[src/dsm_map.svh]
// Purpose: constants for the drive state machine: register offsets, bit positions, timing counts
// Assumes: Avalon-MM word addressing on byte address = 4 * index
// Notes: status object is read-only; unmapped reads return zero
//
// Overview of operation
// RULE1: power-up initializes then advances automatically
// RULE2: shutdown from switched on opens relay
// RULE3: switch on closes relay, enters switched on
// RULE4: enable operation: servo on, then report enabled
// RULE5: disable operation: servo off, back to switched on
// RULE6: disable voltage or quick stop gives switch-on-disabled
// RULE7: shutdown/disable voltage from enabled: servo off first; the code opens the relay in the same cycle
// RULE8: quick stop from enabled starts quick-stop decel
// RULE9: quick stop exits on completion or disable voltage
// RULE10: any alarm enters fault reaction handling
// RULE11: alarm processing done, advance to fault
// RULE12: fault reset clears resettable alarms, leaves fault
// RULE13: no return from quick stop to enabled
// RULE14: command word is readable and writable
// RULE15: status word is read-only, always pollable
// RULE16: commands decoded from bits 0 to 3 and 7
// RULE17: fault reset bit held high at least 10 ms
// RULE18: status flags in bits 0 to 5; the code also sets bit 6 in switch-on-disabled
// RULE19: reserved command bits 10 to 14 read zero
// RULE20: standard drive-profile states; other pairs ignored
`ifndef DSM_MAP_SVH
`define DSM_MAP_SVH

`define DSM_IDX_CMD        16'h6040
`define DSM_IDX_STAT       16'h6041
`define DSM_CMD_RESET      16'h0000
`define DSM_CMD_RSVD_MASK  16'h7C00

`define DSM_B_SWON         0
`define DSM_B_VOLT         1
`define DSM_B_QHALT        2
`define DSM_B_OPEN         3
`define DSM_B_FCLR         7

`define DSM_S_READY_FOR_POWER_FLAG         0
`define DSM_S_SWON         1
`define DSM_S_OPEN         2
`define DSM_S_FAULT        3
`define DSM_S_VOLT         4
`define DSM_S_QHALT        5
`define DSM_S_NRDY         6

`define DSM_CLK_NS         4
`define DSM_INIT_NS        400
`define DSM_INIT_CYC       ((`DSM_INIT_NS + `DSM_CLK_NS - 1) / `DSM_CLK_NS)
`define DSM_SERVO_NS       80
`define DSM_SERVO_CYC      ((`DSM_SERVO_NS + `DSM_CLK_NS - 1) / `DSM_CLK_NS)

`endif

[src/dsm_pkg.sv]
// Purpose: types for the drive state machine
// Assumes: nothing
// Notes: binary state codes
package dsm_pkg;
	typedef enum logic [2:0] {
		DSM_NOT_READY  = 3'h0,
		DSM_SW_DISABLE = 3'h1,
		DSM_READY      = 3'h2,
		DSM_SWITCHED   = 3'h3,
		DSM_OP_ENABLED = 3'h4,
		DSM_QSTOP      = 3'h5,
		DSM_FLT_REACT  = 3'h6,
		DSM_FAULT      = 3'h7
	} dsm_state_e;

	typedef enum logic [2:0] {
		DSM_C_NONE     = 3'h0,
		DSM_C_SHUTDOWN = 3'h1,
		DSM_C_SWITCHON = 3'h2,
		DSM_C_ENABLEOP = 3'h3,
		DSM_C_DISVOLT  = 3'h4,
		DSM_C_QSTOP    = 3'h5
	} dsm_cmd_e;
endpackage : dsm_pkg

[src/dsm_drive_fsm.sv]
// Purpose: drive power-stage state machine with Avalon-MM register access
// Assumes: core_clk 250 MHz, alarm and quick-stop-done inputs asynchronous
// Notes: byte address = 4 * object index; one wait state on every access
`timescale 1ns/10ps
`include "dsm_map.svh"
module dsm_drive_fsm #(
	parameter int FR_HOLD_MS  = 10,
	parameter int FR_HOLD_CYC = FR_HOLD_MS * 250000,
	parameter int QS_CODE     = 2
) (
	input  wire logic        core_clk,
	input  wire logic        rst_n,
	input  wire logic [17:0] avs_address,
	input  wire logic        avs_read,
	input  wire logic        avs_write,
	input  wire logic [31:0] avs_writedata,
	input  wire logic [3:0]  avs_byteenable,
	output logic [31:0]      avs_readdata,
	output logic             avs_waitrequest,
	input  wire logic        alarm_in,
	input  wire logic        alarm_done_in,
	input  wire logic        quick_halt_done_in,
	input  wire logic        bus_voltage_in,
	output logic             main_power_relay,
	output logic             servo_on,
	output logic             quick_halt_decel,
	output logic             alarm_clear
);
	localparam int CW = 24;

	// synchronised pins
	logic [1:0] alm_s_r, almd_s_r, qsd_s_r, volt_s_r;

	dsm_pkg::dsm_state_e st_r, st_nxt;     // drive state
	logic [15:0] cmd_r, cmd_nxt;            // command word
	logic        ack_r, ack_nxt;            // bus answer pending
	logic [31:0] rd_r, rd_nxt;              // read data
	logic        relay_r, relay_nxt;
	logic        servo_r, servo_nxt;
	logic        qdec_r, qdec_nxt;
	logic        clr_r, clr_nxt;
	logic        srv_wait_r, srv_wait_nxt;  // servo settle in progress
	logic [CW-1:0] fr_cnt_r, fr_cnt_nxt;    // fault reset hold counter
	logic        fr_used_r, fr_used_nxt;    // this bit-7 high already acted
	logic        init_start_r;              // one pulse after reset
	logic        init_done, srv_done, srv_start;
	dsm_pkg::dsm_cmd_e cmd;
	logic [15:0] stat_w;

	////////////////////////////////////////////////////////////////
	// two-flop synchronisers for pins
	always_ff @(posedge core_clk or negedge rst_n) begin
		if (!rst_n) begin
			alm_s_r  <= 2'h0;
			almd_s_r <= 2'h0;
			qsd_s_r  <= 2'h0;
			volt_s_r <= 2'h0;
		end else begin
			alm_s_r  <= {alm_s_r[0], alarm_in};
			almd_s_r <= {almd_s_r[0], alarm_done_in};
			qsd_s_r  <= {qsd_s_r[0], quick_halt_done_in};
			volt_s_r <= {volt_s_r[0], bus_voltage_in};
		end
	end

	////////////////////////////////////////////////////////////////
	// command decode and timers
	dsm_cmd_decode u_dec (
		.cmd_word (cmd_r),
		.cmd      (cmd)
	);

	dsm_timer #(.CW(CW)) u_init (
		.core_clk (core_clk),
		.rst_n    (rst_n),
		.start    (init_start_r),
		.load     (CW'(`DSM_INIT_CYC)),
		.done     (init_done)
	);

	assign srv_start = (st_r == dsm_pkg::DSM_SWITCHED) && (cmd == dsm_pkg::DSM_C_ENABLEOP) && !srv_wait_r;

	dsm_timer #(.CW(CW)) u_servo (
		.core_clk (core_clk),
		.rst_n    (rst_n),
		.start    (srv_start),
		.load     (CW'(`DSM_SERVO_CYC)),
		.done     (srv_done)
	);

	////////////////////////////////////////////////////////////////
	// status word view
	always_comb begin
		stat_w = 16'h0000;
		stat_w[`DSM_S_VOLT]  = volt_s_r[1];  // see RULE18
		stat_w[`DSM_S_QHALT] = (st_r != dsm_pkg::DSM_QSTOP); // see RULE18
		case (st_r)
			dsm_pkg::DSM_READY:      stat_w[`DSM_S_READY_FOR_POWER_FLAG] = 1'b1;
			dsm_pkg::DSM_SWITCHED:   stat_w[1:0] = 2'h3;
			dsm_pkg::DSM_OP_ENABLED: stat_w[2:0] = 3'h7;
			dsm_pkg::DSM_QSTOP:      stat_w[2:0] = 3'h7;
			dsm_pkg::DSM_FLT_REACT:  stat_w[3:0] = 4'hF;
			dsm_pkg::DSM_FAULT:      stat_w[`DSM_S_FAULT] = 1'b1;
			dsm_pkg::DSM_SW_DISABLE: stat_w[`DSM_S_NRDY] = 1'b1;
			default:                 stat_w = stat_w;
		endcase
	end

	////////////////////////////////////////////////////////////////
	// bus slave: one wait state, then answer
	always_comb begin
		cmd_nxt = cmd_r;
		ack_nxt = 1'b0;
		rd_nxt  = rd_r;
		if ((avs_read || avs_write) && !ack_r) begin
			ack_nxt = 1'b1;
			if (avs_write && avs_address == 18'(`DSM_IDX_CMD) * 18'h4) begin
				if (avs_byteenable[0])
					cmd_nxt[7:0] = avs_writedata[7:0]; // see RULE14
				if (avs_byteenable[1])
					cmd_nxt[15:8] = avs_writedata[15:8] & 8'(~(`DSM_CMD_RSVD_MASK >> 8)); // see RULE19
			end
			if (avs_read) begin
				if (avs_address == 18'(`DSM_IDX_CMD) * 18'h4)
					rd_nxt = {16'h0000, cmd_r}; // see RULE14
				else if (avs_address == 18'(`DSM_IDX_STAT) * 18'h4)
					rd_nxt = {16'h0000, stat_w}; // see RULE15
				else
					rd_nxt = 32'h0000_0000;
			end
		end
	end

	////////////////////////////////////////////////////////////////
	// fault reset edge qualified by hold time
	always_comb begin
		fr_cnt_nxt  = fr_cnt_r;
		fr_used_nxt = fr_used_r;
		if (!cmd_r[`DSM_B_FCLR]) begin
			fr_cnt_nxt  = '0;
			fr_used_nxt = 1'b0;
		end else if (fr_cnt_r != CW'(FR_HOLD_CYC))
			fr_cnt_nxt = fr_cnt_r + CW'(1); // see RULE17
		if (fr_cnt_r == CW'(FR_HOLD_CYC) && !fr_used_r) // a high level that reached the hold time before fault is no new edge
			fr_used_nxt = 1'b1;
	end

	////////////////////////////////////////////////////////////////
	// drive state transitions
	always_comb begin
		st_nxt       = st_r;
		relay_nxt    = relay_r;
		servo_nxt    = servo_r;
		qdec_nxt     = 1'b0;
		clr_nxt      = 1'b0;
		srv_wait_nxt = srv_wait_r;
		if (srv_start)
			srv_wait_nxt = 1'b1;
		if (alm_s_r[1] && st_r != dsm_pkg::DSM_FLT_REACT && st_r != dsm_pkg::DSM_FAULT) begin
			st_nxt       = dsm_pkg::DSM_FLT_REACT; // see RULE10
			srv_wait_nxt = 1'b0;
		end else begin
			case (st_r)
				dsm_pkg::DSM_NOT_READY:
					if (init_done)
						st_nxt = dsm_pkg::DSM_SW_DISABLE; // see RULE1
				dsm_pkg::DSM_SW_DISABLE:
					if (cmd == dsm_pkg::DSM_C_SHUTDOWN)
						st_nxt = dsm_pkg::DSM_READY; // see RULE2
				dsm_pkg::DSM_READY:
					if (cmd == dsm_pkg::DSM_C_SWITCHON || cmd == dsm_pkg::DSM_C_ENABLEOP) begin
						st_nxt    = dsm_pkg::DSM_SWITCHED; // see RULE3
						relay_nxt = 1'b1;
					end else if (cmd == dsm_pkg::DSM_C_DISVOLT || cmd == dsm_pkg::DSM_C_QSTOP)
						st_nxt = dsm_pkg::DSM_SW_DISABLE; // see RULE6
				dsm_pkg::DSM_SWITCHED:
					if (cmd == dsm_pkg::DSM_C_SHUTDOWN) begin
						st_nxt       = dsm_pkg::DSM_READY; // see RULE2
						relay_nxt    = 1'b0;
						srv_wait_nxt = 1'b0;
					end else if (cmd == dsm_pkg::DSM_C_DISVOLT || cmd == dsm_pkg::DSM_C_QSTOP) begin
						st_nxt       = dsm_pkg::DSM_SW_DISABLE; // see RULE6
						relay_nxt    = 1'b0;
						srv_wait_nxt = 1'b0;
					end else if (cmd == dsm_pkg::DSM_C_ENABLEOP) begin
						servo_nxt = 1'b1; // see RULE4
						if (srv_done && srv_wait_r) begin // stale settle pulse never enables
							st_nxt       = dsm_pkg::DSM_OP_ENABLED; // see RULE4
							srv_wait_nxt = 1'b0;
						end
					end else begin
						servo_nxt    = 1'b0;
						srv_wait_nxt = 1'b0;
					end
				dsm_pkg::DSM_OP_ENABLED:
					if (cmd == dsm_pkg::DSM_C_SWITCHON) begin
						servo_nxt = 1'b0; // see RULE5
						st_nxt    = dsm_pkg::DSM_SWITCHED;
					end else if (cmd == dsm_pkg::DSM_C_SHUTDOWN) begin
						servo_nxt = 1'b0; // see RULE7
						relay_nxt = 1'b0;
						st_nxt    = dsm_pkg::DSM_READY;
					end else if (cmd == dsm_pkg::DSM_C_DISVOLT) begin
						servo_nxt = 1'b0; // see RULE7
						relay_nxt = 1'b0;
						st_nxt    = dsm_pkg::DSM_SW_DISABLE;
					end else if (cmd == dsm_pkg::DSM_C_QSTOP) begin
						qdec_nxt = 1'b1; // see RULE8
						st_nxt   = dsm_pkg::DSM_QSTOP;
					end
				dsm_pkg::DSM_QSTOP: begin
					qdec_nxt = 1'b1; // see RULE13
					if (cmd == dsm_pkg::DSM_C_DISVOLT ||
					    (qsd_s_r[1] && QS_CODE >= 1 && QS_CODE <= 4)) begin
						qdec_nxt  = 1'b0; // see RULE9
						servo_nxt = 1'b0;
						relay_nxt = 1'b0;
						st_nxt    = dsm_pkg::DSM_SW_DISABLE;
					end
				end
				dsm_pkg::DSM_FLT_REACT:
					if (almd_s_r[1]) begin
						servo_nxt = 1'b0; // see RULE11
						relay_nxt = 1'b0;
						st_nxt    = dsm_pkg::DSM_FAULT;
					end
				dsm_pkg::DSM_FAULT:
					if (fr_cnt_r == CW'(FR_HOLD_CYC) && !fr_used_r) begin
						clr_nxt = 1'b1; // see RULE12
						st_nxt  = dsm_pkg::DSM_SW_DISABLE;
					end
				default:
					st_nxt = dsm_pkg::DSM_NOT_READY; // see RULE20
			endcase
		end
	end

	////////////////////////////////////////////////////////////////
	// registers
	always_ff @(posedge core_clk or negedge rst_n) begin
		if (!rst_n) begin
			st_r         <= dsm_pkg::DSM_NOT_READY;
			cmd_r        <= `DSM_CMD_RESET;
			ack_r        <= 1'b0;
			rd_r         <= 32'h0000_0000;
			relay_r      <= 1'b0;
			servo_r      <= 1'b0;
			qdec_r       <= 1'b0;
			clr_r        <= 1'b0;
			srv_wait_r   <= 1'b0;
			fr_cnt_r     <= '0;
			fr_used_r    <= 1'b0;
			init_start_r <= 1'b1;
		end else begin
			st_r         <= st_nxt;
			cmd_r        <= cmd_nxt;
			ack_r        <= ack_nxt;
			rd_r         <= rd_nxt;
			relay_r      <= relay_nxt;
			servo_r      <= servo_nxt;
			qdec_r       <= qdec_nxt;
			clr_r        <= clr_nxt;
			srv_wait_r   <= srv_wait_nxt;
			fr_cnt_r     <= fr_cnt_nxt;
			fr_used_r    <= fr_used_nxt;
			init_start_r <= 1'b0;
		end
	end

	always_ff @(posedge core_clk or negedge rst_n) begin
		if (!rst_n)
			avs_waitrequest <= 1'b1;
		else
			avs_waitrequest <= !((avs_read || avs_write) && !ack_r && !ack_nxt ? 1'b0 : ack_nxt);
	end

	assign avs_readdata     = rd_r;
	assign main_power_relay = relay_r;
	assign servo_on         = servo_r;
	assign quick_halt_decel = qdec_r;
	assign alarm_clear      = clr_r;
endmodule : dsm_drive_fsm

[src/dsm_cmd_decode.sv]
// Purpose: decode the command word into one drive command
// Assumes: command word registered on core_clk
// Notes: purely combinational
`timescale 1ns/10ps
`include "dsm_map.svh"
module dsm_cmd_decode (
	input  wire logic [15:0]       cmd_word,
	output dsm_pkg::dsm_cmd_e      cmd
);
	////////////////////////////////////////////////////////////////
	// bit 7 must be low for any of these commands
	always_comb begin
		cmd = dsm_pkg::DSM_C_NONE;
		if (!cmd_word[`DSM_B_FCLR]) begin
			if (!cmd_word[`DSM_B_VOLT])
				cmd = dsm_pkg::DSM_C_DISVOLT; // see RULE16
			else if (!cmd_word[`DSM_B_QHALT])
				cmd = dsm_pkg::DSM_C_QSTOP; // see RULE16
			else if (!cmd_word[`DSM_B_SWON])
				cmd = dsm_pkg::DSM_C_SHUTDOWN; // see RULE16
			else if (!cmd_word[`DSM_B_OPEN])
				cmd = dsm_pkg::DSM_C_SWITCHON; // see RULE16
			else
				cmd = dsm_pkg::DSM_C_ENABLEOP; // see RULE16
		end
	end
endmodule : dsm_cmd_decode

[src/dsm_timer.sv]
// Purpose: down counter for a timed phase
// Assumes: start is a one-cycle pulse
// Notes: done pulses for one cycle when the count expires
`timescale 1ns/10ps
module dsm_timer #(
	parameter int CW = 24
) (
	input  wire logic          core_clk,
	input  wire logic          rst_n,
	input  wire logic          start,
	input  wire logic [CW-1:0] load,
	output logic               done
);
	logic [CW-1:0] cnt_r;   // remaining cycles
	logic [CW-1:0] cnt_nxt;
	logic          run_r;   // counting
	logic          run_nxt;
	logic          done_r;
	logic          done_nxt;

	////////////////////////////////////////////////////////////////
	// next count
	always_comb begin
		cnt_nxt  = cnt_r;
		run_nxt  = run_r;
		done_nxt = 1'b0;
		if (start) begin
			cnt_nxt = load;
			run_nxt = 1'b1;
		end else if (run_r) begin
			if (cnt_r <= CW'(1)) begin
				run_nxt  = 1'b0;
				done_nxt = 1'b1;
			end else
				cnt_nxt = cnt_r - CW'(1);
		end
	end

	// registers
	always_ff @(posedge core_clk or negedge rst_n) begin
		if (!rst_n) begin
			cnt_r  <= '0;
			run_r  <= 1'b0;
			done_r <= 1'b0;
		end else begin
			cnt_r  <= cnt_nxt;
			run_r  <= run_nxt;
			done_r <= done_nxt;
		end
	end

	assign done = done_r;
endmodule : dsm_timer

[config.mk]
export PLATFORM = sky130hd
export DESIGN_NAME = dsm_drive_fsm
export DESIGN_NICKNAME = d
export VERILOG_FILES = /design/src/dsm_pkg.sv /design/src/dsm_drive_fsm.sv /design/src/dsm_cmd_decode.sv /design/src/dsm_timer.sv
export VERILOG_INCLUDE_DIRS = /design/src
export SDC_FILE = /design/constraint.sdc
export NUM_CORES = 1
export LEC_CHECK = 0
export ABC_AREA = 1
export ABC_CLOCK_PERIOD_IN_PS = 5100
export BUFFER_PORTS_ARGS = -buffer_cell sky130_fd_sc_hd__buf_4
export CAP_MARGIN = 20
export CORE_MARGIN = 2
export CORE_UTILIZATION = 34
export CTS_BUF_LIST = sky130_fd_sc_hd__clkbuf_8
export CTS_CLUSTER_DIAMETER = 50
export CTS_CLUSTER_SIZE = 40
export DETAILED_ROUTE_END_ITERATION = 8
export PLACE_DENSITY = 0.6
export SYNTH_ARGS = -nofsm -noshare
export SYNTH_HDL_FRONTEND = slang
export SYNTH_SLANG_ARGS = --single-unit
export TNS_END_PERCENT = 20
[constraint.sdc]
create_clock -name core_clk -period 5.1 [get_ports core_clk]
set_input_delay 1.02 -clock core_clk [delete_from_list [all_inputs] [get_ports core_clk]]
set_output_delay 1.02 -clock core_clk [all_outputs]
set_load 0.02 [all_outputs]
---- Yosys cells after proc, flatten, opt, wreduce, memory -nomap -nowiden ----
Cells that the tools add are included.
storage, ports and cells
  memories ................................ 0
  bits in writable memories ............... 0
  ROM bits ................................ 0
  flip-flop bits (word level) ............. 139
  bits in latches ......................... 0
  logic and storage cells ................. 190
  input port bits ......................... 62
cells by class
  multipliers ............................. 0
  order comparisons ....................... 2
  reduce and logical (&&, ||, !) cells .... 35
  shifts and indexed selects .............. 0
  div/mod/pow operators ................... 0
  muxes and demuxes ....................... 84
  $add $sub $neg .......................... 3
  bitwise logic cells ..................... 1
  equality and inequality tests ........... 41
operators by type and width
  cell                                                              number
  2-to-1 mux 24 bit                                                 8
  2-to-1 mux 3 bit                                                  20
  2-to-1 mux 1 bit                                                  50
  less-or-equal comparator 24 x 1 -> 1 bit (second input constant)  2
  subtractor 24 x 1 -> 24 bit (second input constant)               2
  equality test 18 x 17 -> 1 bit (second input constant)            2
  adder 24 x 1 -> 24 bit (second input constant)                    1
  equality test 24 x 22 -> 1 bit (second input constant)            1
  != test 24 x 22 -> 1 bit (second input constant)                  1
  != test 3 bit (second input constant)                             8
  one-hot mux 3 bit (8 select lines)                                1
  equality test 3 bit (second input constant)                       6
  2-to-1 mux 16 bit                                                 1
  != test 2 bit (second input constant)                             8
  equality test 3 x 2 -> 1 bit (second input constant)              4
  != test 5 x 1 -> 1 bit (second input constant)                    2
  logical AND 1 bit                                                 9
  AND reduction 9 bit                                               1
  != test 4 bit (second input constant)                             2
  AND reduction 8 bit                                               1
  2-to-1 mux 7 bit                                                  1
  AND reduction 7 bit                                               1
  equality test 3 x 1 -> 1 bit (second input constant)              2
  != test 6 bit (second input constant)                             1
  19 further kinds                                                  31

---- Depth between registers and ports, before layout ----
  word-level depth ........................ 15
  depth in mapped cells ................... 12
  mapped depth without buffers ............ 12

---- Hierarchy ----
Synthesis repeated with hierarchy kept, for this count alone.
unflattened totals
  cells, all modules ...................... 1111
  area total of the unflattened synthesis .. 7626.1 sq um
by module, submodules not included
  module          area an instance (sq um)  times used  sequential area each (sq um)  cells an instance
  dsm_timer       1985.7                    2           650.6                         318
  dsm_drive_fsm   3627.2                    1           1654.1                        468
  dsm_cmd_decode  27.5                      1           0.0                           7

---- Worst setup path after synthesis ----
Ideal clock, no wire load.
  kind .................................... input -> register
  start point ............................. in avs_address[1]
  end point ............................... reg cmd_r[0]
  slack ................................... 2907 ps
  buffers on the path ..................... 0
  stages .................................. 8
  data arrival time ....................... 2076 ps
  data required time ...................... 4982 ps
  cell sequence ........................... nor2_1 > nand2_1 > nor3_1 > nand3_1 > nor2_1 > nand2_1 > nand2_1 > nand2_1
between the ends
  longest elaborated chain between the ends .. 3
RTL lines
  what                                  line                  RTL
  start, declared                       dsm_drive_fsm.sv:13   input wire logic [17:0] avs_address,
  equality test 18 x 17 -> 1 bit        dsm_drive_fsm.sv:117  if (avs_write && avs_address == 18'(`DSM_IDX_CMD) * 18'h4) begin
  logical AND 1 bit                     dsm_drive_fsm.sv:117
  AND reduction 3 bit (no source line)  n/a
  end signal, assigned                  dsm_drive_fsm.sv:243  cmd_r <= `DSM_CMD_RESET;
  end signal, assigned                  dsm_drive_fsm.sv:256  cmd_r <= cmd_nxt;
  end, declared                         dsm_drive_fsm.sv:35   logic [15:0] cmd_r, cmd_nxt;
No other way between the ends.
A chain may end at the register's enable or synchronous reset.

---- Final worst setup path ----
  start point ............................. in avs_address[11]
  end point ............................... reg cmd_r[7]
Same word-level chain as after synthesis.

==> metrics.md <==
| Metric | Value |
|---|---|
| Status | `completed` |
| Setup bufs post-CTS | `0` |
| Crit path top cell by count | `nand2_1` |
| Comb pwr share | `0.132` |
| Clock transition at path regs | `about 70 ps` |
| Endpoint class of the critical path | `register` |
| Ant diodes | `0` |
| Synth Flop Type | `dfrtp_1` |
| Critical path class | `primary input to register` |
| Post-DP HPWL | `11,200 um` |
| Max Clock Freq | `around 370 MHz` |
| DRC violations left | `0` |
| Netlist cell types | `43` |
| Final setup TNS | `0 ps` |
| Worst endpoint data arrival time | `3050 ps` |
| Root Driver | `clkbuf_8` |
| PostCTS Resize Cnt | `0` |
| Slowest-stage cell, CP | `nor2_1` |
| Max_cap viols | `0` |
| Top Family by Delay on Critical Path | `simple AND/OR/NAND/NOR gates` |
| Initial antenna violation count | `0` |
| Register area share after synthesis | `0.436` |
| Post-Syn Instances | `between 900 and 1,000` |
| Share of cells above drive strength 1 | `0.121` |
| Pin count of the biggest net entering global routing | `a little under 70` |
| Crit path launch type | `primary input` |
| Min-delay worst type | `register to register` |
| Starting Density | `0.347` |
| CTS tree | `yes` |
| Crit path largest cell delay | `690 ps` |
| Nets | `slightly above 1,000` |
| Post-synth EDFFs | `0` |
| Pwr dens | `around 300 nW/um^2` |
| Die height | `about 150 um` |
| Detail Route Antenna Nets | `0` |
| Cells along the critical path | `buf_4 -> nor2_1 -> nand4_1 -> inv_1 -> nand3_1 -> nor2_1 -> nand2_1 -> nand2_1 -> nand2_1` |
| Worst Skew | `10.7 ps` |
| Die footprint | `21,100 um^2` |
| Port bufs | `between 50 and 60` |
| Die W | `around 150 um` |
| Cell row count | `a little over 50` |
| Clock Power Share | `0.429` |
| RSZ-0062 raised after global routing | `false` |
| Psw | `about 0.00062 W` |
| Util after Layout | `0.399` |
| Maximum VDD drop | `about 130 uV` |
| Via count | `between 5,000 and 6,000` |
| Via density | `approximately 4.7` |
| Switching share of power | `0.270` |
| Routability cong. | `0.879` |
| Post-Route WL | `around 16,000 um` |
| Worst relative slew slack | `0.420` |
| TritonRoute pass-1 iters | `5` |
| Iteration-0 DRC Markers | `530` |
| CTS Buf Count | `17` |
| Total gr overflow | `0` |
| Syn_area_per_cell | `7.39 um^2` |
| Number of global-route vias before repair | `between 5,000 and 6,000` |
| Area grow syn2layout | `15.2%` |
| Core area | `about 20,000 um^2` |
| GRT Overall Usage | `0.156` |
| I/O pin count | `99` |
| Async S/R FF share, synth | `1.00` |
| Crit path required time | `about 5400 ps` |
| Post-Synthesis Cell Area | `approximately 6800 um^2` |
| Sequential Power Share | `0.439` |
| Number of max-slew violations in the final report | `0` |
| Hold buffers post-CTS | `0` |
| Final setup fails | `0` |
| Synth warn | `0` |
| Slew @ Worst Pin | `870 ps` |
| Buf/Inv on CP | `2` |
| First-pass GRT wire length | `between 20,000 and 30,000 um` |
| Tmin final | `~2700 ps` |
| TritonCTS Sinks | `about 120` |
| Skew-Pair Late Insertion Delay | `about 440 ps` |
| Max clock buf depth | `2` |
| FF+latch count, synth | `about 120` |
| Crit path max fanout | `13` |
| Routed wire per std cell | `~13 um` |
| Final Hold Vio Count | `0` |
| Cell Int Power | `0.00167 W` |
| Htree depth | `4` |
| Final period utilization | `0.536` |
| Pleak | `between 3 and 4 nW` |
## worst register-to-register path, cell delays in order (launching register included)
cell,delay (ps)
dfrtp_1,410
inv_1,160
ha_1,310
o21ai_0,120
nor2_1,130
nand4_1,150
nand2_2,330
nand2_8,170
inv_2,320
nand2_1,110
o31ai_1,90
## worst paths after layout
kind / from / endpoint / slack (ps) / cells past startpoint
min in group asynchronous: rst_n / fr_cnt_r[13] / 690 / 1
hold / removal: volt_s_r[0] / volt_s_r[1] / 360 / 0
hold reg to reg: volt_s_r[0] / volt_s_r[1] / 360 / 0
setup reg to reg: u_servo.cnt_r[0] / u_servo.cnt_r[23] / 2680 / 10
max in group asynchronous: rst_n / avs_waitrequest / 3430 / 2
setup / recovery: avs_address[11] / cmd_r[7] / 2370 / 9
## kinds of logic (layout without fill, tap and decap cells)
kind of cell             after synthesis  in the layout  share of synthesized area
adder cells (fa/ha/maj)                6              6                     0.0111
buffers and inverters                137            183                     0.0931
flip-flops                           118            118                      0.436
AO/OA/AOI/OAI                        104            104                     0.0868
XOR/XNOR                              17             17                     0.0220
other                                  1             22                   0.000554
AND/OR/NAND/NOR                      533            533                      0.350
## cell usage in the layout (no fill, tap or decap), types with 4 or more instances in the layout
cell type | synthesis | final
bufinv_16 | 0 | 4
conb_1 | 1 | 22
xor2_1 | 17 | 17
nor3_1 | 23 | 23
o21ai_0 | 32 | 32
inv_2 | 5 | 5
clkbuf_8 | 0 | 23
nand3b_1 | 10 | 10
nand4_1 | 24 | 24
a21oi_1 | 27 | 27
dfrtp_1 | 116 | 116
ha_1 | 6 | 6
or2_2 | 9 | 9
nand3_1 | 81 | 81
nor4_1 | 4 | 4
nand2_1 | 228 | 228
nor2_1 | 135 | 135
nor2_2 | 4 | 4
inv_1 | 89 | 90
o31ai_1 | 14 | 14
o22ai_1 | 6 | 6
o21ai_1 | 15 | 15
buf_4 | 25 | 57
## per-layer routing
layer | routed length [um] | share of wire | up-vias | track usage
li1 | - | - | 3050 | -
met3 | 672 | 0.043 | 12 | 0.0390
met1 | 7520 | 0.48 | 2721 | 0.208
met4 | 143 | 0.0091 | 0 | 0.0466
met2 | 7340 | 0.47 | 123 | 0.252
met5 | 0 | 0 | - | 0
## cells in the mapped netlist, types with 4 or more instances
library cell  count  share of area
nand2_1         228           0.13
nor2_1          135          0.075
dfrtp_1         116           0.43
inv_1            89          0.049
nand3_1          81          0.060
o21ai_0          32          0.024
a21oi_1          27          0.020
buf_4            25          0.028
nand4_1          24          0.022
nor3_1           23          0.017
xor2_1           17          0.022
o21ai_1          15          0.011
o31ai_1          14          0.016
clkbuf_1         10         0.0055
nand3b_1         10          0.011
or2_2             9         0.0083
ha_1              6          0.011
o22ai_1           6         0.0055
inv_2             5         0.0028
buf_2             4         0.0030
nor2_2            4         0.0037
nor4_1            4         0.0037
## layout make-up
type / count / area (um^2)
inverters: 95 / 359
well taps: 265 / 332
repair buffers: 57 / 428
clock inverters: 8 / 144
fillers: 2077 / 11700
multi-input cells: 682 / 3270
flip-flops and latches: 118 / 2960
clock buffers: 23 / 317
## per-stage QoR
| stage | area [um^2] | std cells | setup WS [ps] | power [W] | hold WS (ps) |
|---|---|---|---|---|---|
| global route | 7800 | 1248 | 2100 | 0.00241 | 365 |
| global placement | 7340 | 1217 | 1930 | 0.00133 | 334 |
| detailed placement | 7340 | 1217 | 1940 | 0.00133 | 337 |
| CTS | 7800 | 1248 | 2370 | 0.00233 | 358 |
| finish | 7800 | 1248 | 2370 | 0.00229 | 360 |
| floorplan | 6850 | 937 | 2910 | 0.00124 | 331 |
## sequential cells by signal (all words and copies together) (netlist names), 2 cells and up
register / cells
volt_s_r: 2
cmd_r: 11
qsd_s_r: 2
u_init.cnt_r: 24
avs_readdata: 11
st_r: 3
alm_s_r: 2
almd_s_r: 2
u_servo.cnt_r: 24
fr_cnt_r: 24
## power by group through the flow
stage	Clock [W]	Combinational [W]	Sequential [W]
finish	0.000982	0.000303	0.00101
global route	0.00105	0.000347	0.00101
CTS	0.00102	0.000305	0.00101
detailed placement	0	0.000303	0.00102
global placement	0	0.000303	0.00102
floorplan	0	0.000236	0.00100
Note: power is estimated with default switching activity, not from simulation.
